**src/tpgc_pkg.sv**
```systemverilog
`default_nettype none
package tpgc_pkg;
   // Register indices; byte address is four times the index
   localparam logic [9:0] IDX_LOCK_CLEAR   = 10'h11f;
   localparam logic [9:0] IDX_CHK_ERR_HIGH = 10'h122;
   localparam logic [9:0] IDX_GEN_CFG      = 10'h123;
   localparam logic [9:0] IDX_PATTERN_LOW  = 10'h124;
   localparam logic [9:0] IDX_PATTERN_MID  = 10'h125;
   localparam logic [9:0] IDX_PATTERN_HIGH = 10'h126;
   localparam logic [9:0] IDX_MATCH_LOW    = 10'h127;
   localparam logic [9:0] IDX_MATCH_MID    = 10'h128;
   localparam logic [9:0] IDX_MATCH_HIGH   = 10'h129;
   localparam logic [9:0] IDX_CRC_FLAGS    = 10'h12a;
   localparam logic [9:0] IDX_TX_CNT_LOW   = 10'h12b;
   localparam logic [9:0] IDX_TX_CNT_HIGH  = 10'h12c;
   localparam logic [9:0] IDX_TX_ERR_CNT   = 10'h12d;
   localparam logic [9:0] IDX_RX_CNT_LOW   = 10'h12e;
   localparam logic [9:0] IDX_RX_CNT_HIGH  = 10'h12f;
   localparam logic [9:0] IDX_RX_ERR_CNT   = 10'h130;
   localparam logic [9:0] IDX_CHK_MODE     = 10'h131;
   localparam logic [9:0] IDX_IRQ_STATUS   = 10'h132;
   localparam logic [9:0] IDX_IRQ_MASK     = 10'h133;

   // Field positions of the generator configuration word
   localparam int FIXED_BYTE_LSB = 8;
   localparam int PAY_MODE_LSB   = 6;
   localparam int PAT_BYTES_LSB  = 3;
   localparam int PKT_CODE_LSB   = 0;
   localparam logic [2:0] PAT_BYTES_MAX = 3'h6;
   localparam logic [2:0] PKT_CODE_CONT = 3'h7;

   // Lock and clear bits, interrupt bits, mode bits
   localparam int LOCK_BIT    = 0;
   localparam int CLEAR_BIT   = 1;
   localparam int IRQ_TX_CRC  = 0;
   localparam int IRQ_RX_CRC  = 1;
   localparam int IRQ_CHK_OVF = 2;
   localparam int IRQ_W       = 3;
   localparam int MODE_WRAP_BIT = 0;
   localparam int MODE_OVF_BIT  = 1;

   localparam logic [15:0] RST_16 = 16'h0000;
   localparam logic [7:0]  PRBS_SEED = 8'hff;

   typedef enum logic [1:0] {
      TPGC_SEQ_IDLE = 2'b00,
      TPGC_SEQ_LOW  = 2'b01,
      TPGC_SEQ_HIGH = 2'b10
   } tpgc_seq_t;
endpackage
`default_nettype wire

```
**src/tpgc_top.sv**
```systemverilog
`timescale 1ns/1ps
`default_nettype none
module tpgc_top
   import tpgc_pkg::*;
#(
   parameter int ADDR_W = 12
)(
   input  wire logic              clk,
   input  wire logic              rst_n,
   input  wire logic [ADDR_W-1:0] avs_address,
   input  wire logic              avs_read,
   input  wire logic              avs_write,
   input  wire logic [31:0]       avs_writedata,
   input  wire logic [3:0]        avs_byteenable,
   output logic      [31:0]       avs_readdata,
   output logic                   avs_waitrequest,
   output logic                   irq,
   input  wire logic              tx_pkt_done,
   input  wire logic              tx_pkt_crc_err,
   input  wire logic              rx_pkt_done,
   input  wire logic              rx_pkt_crc_err,
   input  wire logic              chk_err_pkt,
   input  wire logic              payload_start,
   input  wire logic              payload_advance,
   output logic      [7:0]        payload_byte,
   output logic      [2:0]        pattern_bytes,
   output logic      [19:0]       pkt_target,
   output logic                   pkt_continuous,
   output logic      [47:0]       pattern,
   input  wire logic              rx_dest_valid,
   input  wire logic [47:0]       rx_dest_addr,
   output logic                   dest_match
);
   import tpgc_pkg::*;

   if (ADDR_W < 12 || ADDR_W > 32) begin : g_addr_chk
      $error("ADDR_W must lie between 12 and 32");
   end

   function automatic logic [15:0] merge16(input logic [15:0] old, input logic [31:0] wd, input logic [3:0] be);
      merge16 = {be[1] ? wd[15:8] : old[15:8], be[0] ? wd[7:0] : old[7:0]};
   endfunction

   // Next step of an ascending three-read clearing sequence
   function automatic tpgc_seq_t seq_step(input tpgc_seq_t cur, input logic [9:0] idx, input logic [9:0] first);
      logic [9:0] second;
      logic [9:0] third;
      second = first + 10'h001;
      third  = first + 10'h002;
      seq_step = TPGC_SEQ_IDLE;
      if (idx == first) begin
         seq_step = TPGC_SEQ_LOW;
      end else if (idx == second && cur == TPGC_SEQ_LOW) begin
         seq_step = TPGC_SEQ_HIGH;
      end else begin
         seq_step = TPGC_SEQ_IDLE;
      end
   endfunction

   function automatic logic [19:0] decade(input logic [2:0] code);
      case (code)
         3'h0:    decade = 20'h00001;
         3'h1:    decade = 20'h0000a;
         3'h2:    decade = 20'h00064;
         3'h3:    decade = 20'h003e8;
         3'h4:    decade = 20'h02710;
         3'h5:    decade = 20'h186a0;
         3'h6:    decade = 20'hf4240;
         default: decade = 20'h00000;
      endcase
   endfunction

   logic [15:0]      cfg_r;
   logic [47:0]      pattern_r;
   logic [47:0]      match_r;
   logic [31:0]      chk_cnt_r;
   logic [15:0]      chk_high_snap_r;
   logic             chk_wrap_r;
   logic             chk_ovf_r;
   logic [1:0]       crc_flags_r;
   logic [31:0]      tx_cnt_r;
   logic [15:0]      tx_err_r;
   logic [31:0]      rx_cnt_r;
   logic [15:0]      rx_err_r;
   tpgc_seq_t        tx_seq_r;
   tpgc_seq_t        rx_seq_r;
   logic [IRQ_W-1:0] irq_stat_r;
   logic [IRQ_W-1:0] irq_mask_r;
   logic [31:0]      rdata_r;
   logic             wait_r;
   logic             irq_r;
   logic [7:0]       pay_r;
   logic             match_hit_r;

   // Bus decode: one wait cycle, then the transfer completes
   wire        req        = avs_read | avs_write;
   wire        accept     = req & ~wait_r;
   wire        wr_acc     = accept & avs_write;
   wire        rd_acc     = accept & avs_read;
   wire [9:0]  idx        = avs_address[11:2];

   wire [1:0]  pay_mode   = cfg_r[PAY_MODE_LSB +: 2];
   wire [7:0]  fixed_byte = cfg_r[FIXED_BYTE_LSB +: 8];
   wire [2:0]  pat_field  = cfg_r[PAT_BYTES_LSB +: 3];
   wire [2:0]  pkt_code   = cfg_r[PKT_CODE_LSB +: 3];

   wire lock_wr  = wr_acc && idx == IDX_LOCK_CLEAR && avs_byteenable[0]
                   && (avs_writedata[LOCK_BIT] || avs_writedata[CLEAR_BIT]);
   wire clear_wr = lock_wr && avs_writedata[CLEAR_BIT];

   // Checker errored-packet counter: wrap or saturate
   wire        chk_full   = chk_cnt_r == 32'hffffffff;
   wire [31:0] chk_inc    = (chk_full && !chk_wrap_r) ? chk_cnt_r : chk_cnt_r + 32'h00000001;
   wire [31:0] chk_nxt    = clear_wr ? 32'h00000000 : (chk_err_pkt ? chk_inc : chk_cnt_r);
   wire        chk_ovf_ev = chk_err_pkt && chk_full && !clear_wr;

   // Clearing sequences advance only on completed reads
   wire tpgc_seq_t tx_seq_nxt = rd_acc ? seq_step(tx_seq_r, idx, IDX_TX_CNT_LOW) : tx_seq_r;
   wire tpgc_seq_t rx_seq_nxt = rd_acc ? seq_step(rx_seq_r, idx, IDX_RX_CNT_LOW) : rx_seq_r;
   wire tx_clr = rd_acc && idx == IDX_TX_ERR_CNT && tx_seq_r == TPGC_SEQ_HIGH;
   wire rx_clr = rd_acc && idx == IDX_RX_ERR_CNT && rx_seq_r == TPGC_SEQ_HIGH;

   wire tx_crc_ev = tx_pkt_done && tx_pkt_crc_err;
   wire rx_crc_ev = rx_pkt_done && rx_pkt_crc_err;
   wire [IRQ_W-1:0] irq_events;
   assign irq_events[IRQ_TX_CRC]  = tx_crc_ev;
   assign irq_events[IRQ_RX_CRC]  = rx_crc_ev;
   assign irq_events[IRQ_CHK_OVF] = chk_ovf_ev;
   wire [IRQ_W-1:0] irq_w1c = (wr_acc && idx == IDX_IRQ_STATUS && avs_byteenable[0])
                              ? avs_writedata[IRQ_W-1:0] : {IRQ_W{1'b0}};
   wire [IRQ_W-1:0] irq_stat_nxt = (irq_stat_r & ~irq_w1c) | irq_events;
   // Mask write acts on irq at the same edge as a status change would
   wire             mask_wr      = wr_acc && idx == IDX_IRQ_MASK && avs_byteenable[0];
   wire [IRQ_W-1:0] irq_mask_nxt = mask_wr ? avs_writedata[IRQ_W-1:0] : irq_mask_r;

   // Read multiplexer
   logic [15:0] rd_mux;
   logic        rd_hit;
   always_comb begin
      rd_hit = 1'b1;
      if (idx == IDX_CHK_ERR_HIGH) begin
         rd_mux = chk_high_snap_r;
      end else if (idx == IDX_GEN_CFG) begin
         rd_mux = cfg_r;
      end else if (idx == IDX_PATTERN_LOW) begin
         rd_mux = pattern_r[15:0];
      end else if (idx == IDX_PATTERN_MID) begin
         rd_mux = pattern_r[31:16];
      end else if (idx == IDX_PATTERN_HIGH) begin
         rd_mux = pattern_r[47:32];
      end else if (idx == IDX_MATCH_LOW) begin
         rd_mux = match_r[15:0];
      end else if (idx == IDX_MATCH_MID) begin
         rd_mux = match_r[31:16];
      end else if (idx == IDX_MATCH_HIGH) begin
         rd_mux = match_r[47:32];
      end else if (idx == IDX_CRC_FLAGS) begin
         rd_mux = {14'h0000, crc_flags_r};
      end else if (idx == IDX_TX_CNT_LOW) begin
         rd_mux = tx_cnt_r[15:0];
      end else if (idx == IDX_TX_CNT_HIGH) begin
         rd_mux = tx_cnt_r[31:16];
      end else if (idx == IDX_TX_ERR_CNT) begin
         rd_mux = tx_err_r;
      end else if (idx == IDX_RX_CNT_LOW) begin
         rd_mux = rx_cnt_r[15:0];
      end else if (idx == IDX_RX_CNT_HIGH) begin
         rd_mux = rx_cnt_r[31:16];
      end else if (idx == IDX_RX_ERR_CNT) begin
         rd_mux = rx_err_r;
      end else if (idx == IDX_CHK_MODE) begin
         rd_mux = {14'h0000, chk_ovf_r, chk_wrap_r};
      end else if (idx == IDX_IRQ_STATUS) begin
         rd_mux = {13'h0000, irq_stat_r};
      end else if (idx == IDX_IRQ_MASK) begin
         rd_mux = {13'h0000, irq_mask_r};
      end else begin
         rd_mux = RST_16;
         rd_hit = 1'b0;
      end
   end

   // Payload byte source
   wire [7:0] prbs_next = {pay_r[6:0], pay_r[7] ^ pay_r[5] ^ pay_r[4] ^ pay_r[3]};
   wire [7:0] pay_first = pay_mode[1] ? PRBS_SEED : (pay_mode[0] ? fixed_byte : 8'h00);
   wire [7:0] pay_step  = pay_mode[1] ? prbs_next : (pay_mode[0] ? fixed_byte : pay_r + 8'h01);
   wire [7:0] pay_nxt   = payload_start ? pay_first : (payload_advance ? pay_step : pay_r);

   wire [2:0] pat_clamped = (pat_field > PAT_BYTES_MAX) ? PAT_BYTES_MAX : pat_field;

   // Bus handshake and read data
   always_ff @(posedge clk or negedge rst_n) begin
      if (!rst_n) begin
         wait_r  <= 1'b1;
         rdata_r <= 32'h00000000;
      end else begin
         wait_r  <= ~(req & wait_r);
         rdata_r <= (avs_read & wait_r & rd_hit) ? {16'h0000, rd_mux} : 32'h00000000;
      end
   end

   // Software-written configuration
   always_ff @(posedge clk or negedge rst_n) begin
      if (!rst_n) begin
         cfg_r      <= RST_16;
         pattern_r  <= {48{1'b0}};
         match_r    <= {48{1'b0}};
         chk_wrap_r <= 1'b0;
         irq_mask_r <= {IRQ_W{1'b0}};
      end else if (wr_acc) begin
         if (idx == IDX_GEN_CFG) cfg_r <= merge16(cfg_r, avs_writedata, avs_byteenable);
         if (idx == IDX_PATTERN_LOW) pattern_r[15:0] <= merge16(pattern_r[15:0], avs_writedata, avs_byteenable);
         if (idx == IDX_PATTERN_MID) pattern_r[31:16] <= merge16(pattern_r[31:16], avs_writedata, avs_byteenable);
         if (idx == IDX_PATTERN_HIGH) pattern_r[47:32] <= merge16(pattern_r[47:32], avs_writedata, avs_byteenable);
         if (idx == IDX_MATCH_LOW) match_r[15:0] <= merge16(match_r[15:0], avs_writedata, avs_byteenable);
         if (idx == IDX_MATCH_MID) match_r[31:16] <= merge16(match_r[31:16], avs_writedata, avs_byteenable);
         if (idx == IDX_MATCH_HIGH) match_r[47:32] <= merge16(match_r[47:32], avs_writedata, avs_byteenable);
         if (idx == IDX_CHK_MODE && avs_byteenable[0]) chk_wrap_r <= avs_writedata[MODE_WRAP_BIT];
         if (idx == IDX_IRQ_MASK && avs_byteenable[0]) irq_mask_r <= avs_writedata[IRQ_W-1:0];
      end
   end

   // Checker counter, freeze snapshot and overflow
   always_ff @(posedge clk or negedge rst_n) begin
      if (!rst_n) begin
         chk_cnt_r       <= 32'h00000000;
         chk_high_snap_r <= RST_16;
         chk_ovf_r       <= 1'b0;
      end else begin
         chk_cnt_r <= chk_nxt;
         if (lock_wr) chk_high_snap_r <= chk_cnt_r[31:16];
         chk_ovf_r <= chk_ovf_ev | (chk_ovf_r & ~clear_wr);
      end
   end

   // Packet statistics and CRC flags
   always_ff @(posedge clk or negedge rst_n) begin
      if (!rst_n) begin
         tx_cnt_r    <= 32'h00000000;
         tx_err_r    <= RST_16;
         rx_cnt_r    <= 32'h00000000;
         rx_err_r    <= RST_16;
         crc_flags_r <= 2'h0;
         tx_seq_r    <= TPGC_SEQ_IDLE;
         rx_seq_r    <= TPGC_SEQ_IDLE;
      end else begin
         tx_seq_r <= tx_seq_nxt;
         rx_seq_r <= rx_seq_nxt;
         tx_cnt_r <= (tx_clr ? 32'h00000000 : tx_cnt_r) + {31'h0, tx_pkt_done};
         tx_err_r <= (tx_clr ? RST_16 : tx_err_r) + {15'h0, tx_crc_ev};
         rx_cnt_r <= (rx_clr ? 32'h00000000 : rx_cnt_r) + {31'h0, rx_pkt_done};
         rx_err_r <= (rx_clr ? RST_16 : rx_err_r) + {15'h0, rx_crc_ev};
         if (tx_pkt_done) crc_flags_r[0] <= tx_pkt_crc_err;
         if (rx_pkt_done) crc_flags_r[1] <= rx_pkt_crc_err;
      end
   end

   // Interrupt status: an event wins over a clear in the same cycle
   always_ff @(posedge clk or negedge rst_n) begin
      if (!rst_n) begin
         irq_stat_r <= {IRQ_W{1'b0}};
         irq_r      <= 1'b0;
      end else begin
         irq_stat_r <= irq_stat_nxt;
         irq_r      <= |(irq_stat_nxt & irq_mask_nxt);
      end
   end

   // Generator outputs and destination match
   always_ff @(posedge clk or negedge rst_n) begin
      if (!rst_n) begin
         pay_r       <= 8'h00;
         match_hit_r <= 1'b0;
      end else begin
         pay_r       <= pay_nxt;
         match_hit_r <= rx_dest_valid ? (rx_dest_addr == match_r) : match_hit_r;
      end
   end

   logic [2:0]  pat_bytes_r;
   logic [19:0] target_r;
   logic        cont_r;
   always_ff @(posedge clk or negedge rst_n) begin
      if (!rst_n) begin
         pat_bytes_r <= 3'h0;
         target_r    <= 20'h00001;
         cont_r      <= 1'b0;
      end else begin
         pat_bytes_r <= pat_clamped;
         target_r    <= decade(pkt_code);
         cont_r      <= pkt_code == PKT_CODE_CONT;
      end
   end

   assign avs_readdata    = rdata_r;
   assign avs_waitrequest = wait_r;
   assign irq             = irq_r;
   assign payload_byte    = pay_r;
   assign pattern_bytes   = pat_bytes_r;
   assign pkt_target      = target_r;
   assign pkt_continuous  = cont_r;
   assign pattern         = pattern_r;
   assign dest_match      = match_hit_r;
endmodule
`default_nettype wire

```
**config.mk**
```make
export PLATFORM = sky130hd
export DESIGN_NAME = tpgc_top
export DESIGN_NICKNAME = d
export VERILOG_FILES = /design/src/tpgc_pkg.sv /design/src/tpgc_top.sv
export SDC_FILE = /design/constraint.sdc
export NUM_CORES = 1
export LEC_CHECK = 0
export ABC_AREA = 1
export BUFFER_PORTS_ARGS = -buffer_cell sky130_fd_sc_hd__buf_2
export CAP_MARGIN = 20
export CORE_MARGIN = 2
export CORE_UTILIZATION = 45
export CTS_CLUSTER_DIAMETER = 30
export DETAILED_ROUTE_END_ITERATION = 7
export HOLD_SLACK_MARGIN = 0.05
export SLEW_MARGIN = 20
export SYNTH_ARGS = -nofsm -noshare
export SYNTH_HDL_FRONTEND = slang
export SYNTH_SLANG_ARGS = --single-unit
```
**constraint.sdc**
```tcl
create_clock -name clk -period 8.6 [get_ports clk]
set_input_delay 2.15 -clock clk [delete_from_list [all_inputs] [get_ports clk]]
set_output_delay 2.15 -clock clk [all_outputs]
set_load 0.005 [all_outputs]
```
==> results.toml <==
[global_routing]
grt_max_degree = 128
gr-total-overflow = 0
grt_pass1_wl_mm = 82.08
grt_pass1_vias = 14710
antenna_found_initial = 3
track_usage_pct = 27.26

[clocking]
clk_latency_ns = 0.59
h-tree-depth = 3
ctsHoldBuffers = 0
cts_sinks = 315
clkTransAtPathRegs_ns = 0.05
cts_buffer_depth = 3
cts_buffers = 76
root_buffer = "clkbuf_16"
cts_repair_resize_count = 0
post-cts-setup-buffer-count = 0
tritoncts = "yes"

[floorplan]
die_y_um = 198.3
fp.coreArea_mm2 = 0.03740
die_w_um = 198.3
num_rows = 71
start_util_pct = 45.41
ios = 223
die-area_mm2 = 0.03931

[place]
dp_cells = 2756
post-dp-hpwl_mm = 39.58
routabilityCongestion = 0.8979
portBuffers = 184

[timing]
final.setup.tns_ns = 0
grt_setup_unrepaired = "no"
period_minus_slack_ns = 5.194
tightest_slew_ns = 1.085
max_freq_ghz = 0.1925
slew_headroom_pct = 27.02
fin_crit_sh_pct = 60.40
setup_viol = 0
hold_viol = 0
drv_slew = 0
fin_skew_ns = 0.02136

[routing]
drc = 0
drtPass1Iterations = 5
via_per_inst = 5.299
routed_wl_mm = 53.25
avgRoutedWirePerCell_um = 18.37
via_count = 15360
drt_iter0_drc = 1304
ant_nets = 0

[critical_path]
startpoint_type = "input port"
path_max_fanout = 55
worstPathArrival_ns = 5.70
required_ns = 9.11
worstSetupPathType = "in -> reg"
crit_path_end_kind = "register"

[pwr]
peakVddDrop_uv = 145.9
cellLeakagePower_nw = 9.989
finalPower_mw = 5.029
pwr_density_cell_mw_per_mm2 = 239.5

[synth]
synthTopCellsByArea = "dfrtp_1 46%, nand2_1 11%, o21ai_0 5.9%"
synth_top_area_share_pct = 46.12
ys_types = 61
seq_area_frac_synth_pct = 46.43
synth-async-reset-ratio_pct = 100.0
synthCells = 2121
synth_seq_cells = 315
syn_area_per_cell_um2 = 8.007
yosysWarnings = 0
synthFlopType = "dfrtp_1"
synth.largest_area_cell = "dfrtp_1"
syn-cell-area_mm2 = 0.01698
synth_edf_count = 0

[cells_and_area]
fillers = 3554
area_delta_synth_final_pct = 23.64
nets = 2443
layout_common_cells = "486 x nand2_1, 313 x dfrtp_1, 210 x inv_1"
final_common_cell = "nand2_1"
drive_gt1_share_pct = 17.51
final_cells = 2899

[outcome]
status = "complete, no violations"

[job]
max_cap_viol_count = 0

[hold_path]
hold_path_class = "reg -> reg"
cells by family (layout without fill, tap and decap cells):
logic type	count (synthesis)	after routing	synth area share (%)
simple gates	950	950	25.31
xor+xnor	130	130	6.704
mux	2	2	0.1252
buf+inv	314	563	7.758
other cells	1	19	0.02208
flops	315	315	46.43
compound gates	399	399	12.92
fa+ha+maj	10	10	0.7368
flip-flops by register name (all words and copies together) (netlist names), 32 cells and up:
name       cells
chk_cnt_r     32
match_r       48
pattern       48
rx_cnt_r      32
tx_cnt_r      32
layer usage:
metal / track usage, % / part of all wire [%] / up-vias / wire length (um)
met5: 0 / 0.053 / - / 28
met4: 10.50 / 3.0 / 4 / 1574
met3: 5.280 / 7.3 / 93 / 3904
met2: 42.96 / 46 / 546 / 24300
met1: 37.16 / 44 / 7356 / 23450
li1: - / - / 7364 / -
area by class of cell:
type	instances	area, um^2	share of cell area (%)
flip-flops and latches	315	7885	37.55
well taps	511	639.4	3.045
clock inverters	43	605.6	2.884
diodes	1	2.502	0.01192
clock buffers	97	2121	10.10
multi-input cells	1509	7849	37.38
repair buffers	191	1020	4.856
inverters	232	875.8	4.171
worst max-delay path, cell delays in order:
cell     delay, ns
buf_2         0.11
nor2_2        0.52
nand2_2       0.18
nor2_4        0.41
nand4_4       0.70
nand2_1       0.22
inv_1         0.06
ha_1          0.21
ha_1          0.22
nand3_2       0.13
nor2_2        0.07
nand4_1       0.14
nor2_1        0.06
nand2_1       0.15
nor3_2        0.08
nand2_1       0.11
xor2_1        0.15
report_power, final:
part | internal, mW | total [mW] | switching (mW)
combinational | 0.125 | 0.362 | 0.237
sequential | 1.58 | 1.66 | 0.0812
clock | 2.08 | 3.01 | 0.931
path summary, 6_finish.rpt:
| check | end | cells after the start | start | slack [ns] |
|---|---|---|---|---|
| min in group asynchronous | tx_cnt_r[14] | 1 | rst_n | 1.62 |
| setup / recovery | rx_cnt_r[26] | 17 | avs_address[11] | 3.41 |
| setup reg to reg | chk_cnt_r[30] | 15 | avs_waitrequest | 4.86 |
| hold reg to reg | pattern_bytes[1] | 0 | cfg_r[4] | 0.42 |
| hold / removal | pattern_bytes[1] | 0 | cfg_r[4] | 0.42 |
| max in group asynchronous | chk_cnt_r[13] | 3 | rst_n | 5.69 |
synthesized netlist by cell type (all sizes together), types with 2 or more instances:
cell     instances
dfstp            2
nor4b            2
nor2           224
o21ai          205
dfrtp          313
o22ai            4
a221oi           2
o32ai            2
a22oi           10
a21oi          121
clkinv           4
nor4            34
nand2          499
nand4           43
o2111ai          4
clkbuf          35
xnor2           31
nand3b           3
xor2            99
o211ai          13
o31ai            2
inv            228
a21boi           2
ha              10
o21bai          17
nand3           68
a211oi           6
or2              8
buf             47
o21a             2
nor3            67
a31oi            2
stage by stage:
| stage | utilization, % | area [um^2] | worst slack (ns) | hold WS [ns] |
|---|---|---|---|---|
| 2_1_floorplan | - | 17050 | 3.661 | 0.4392 |
| 3_5_place_dp | 48.73 | 18230 | 2.859 | 0.4139 |
| 5_1_grt | 56.14 | 21000 | 2.984 | 0.4402 |
| 6_report | 56.14 | 21000 | 3.406 | 0.4200 |
| 4_1_cts | 56.02 | 20950 | 3.471 | 0.4239 |
| 3_3_place_gp | 48.73 | 18230 | 2.892 | 0.4110 |
Power figures use the tool's default switching activity.
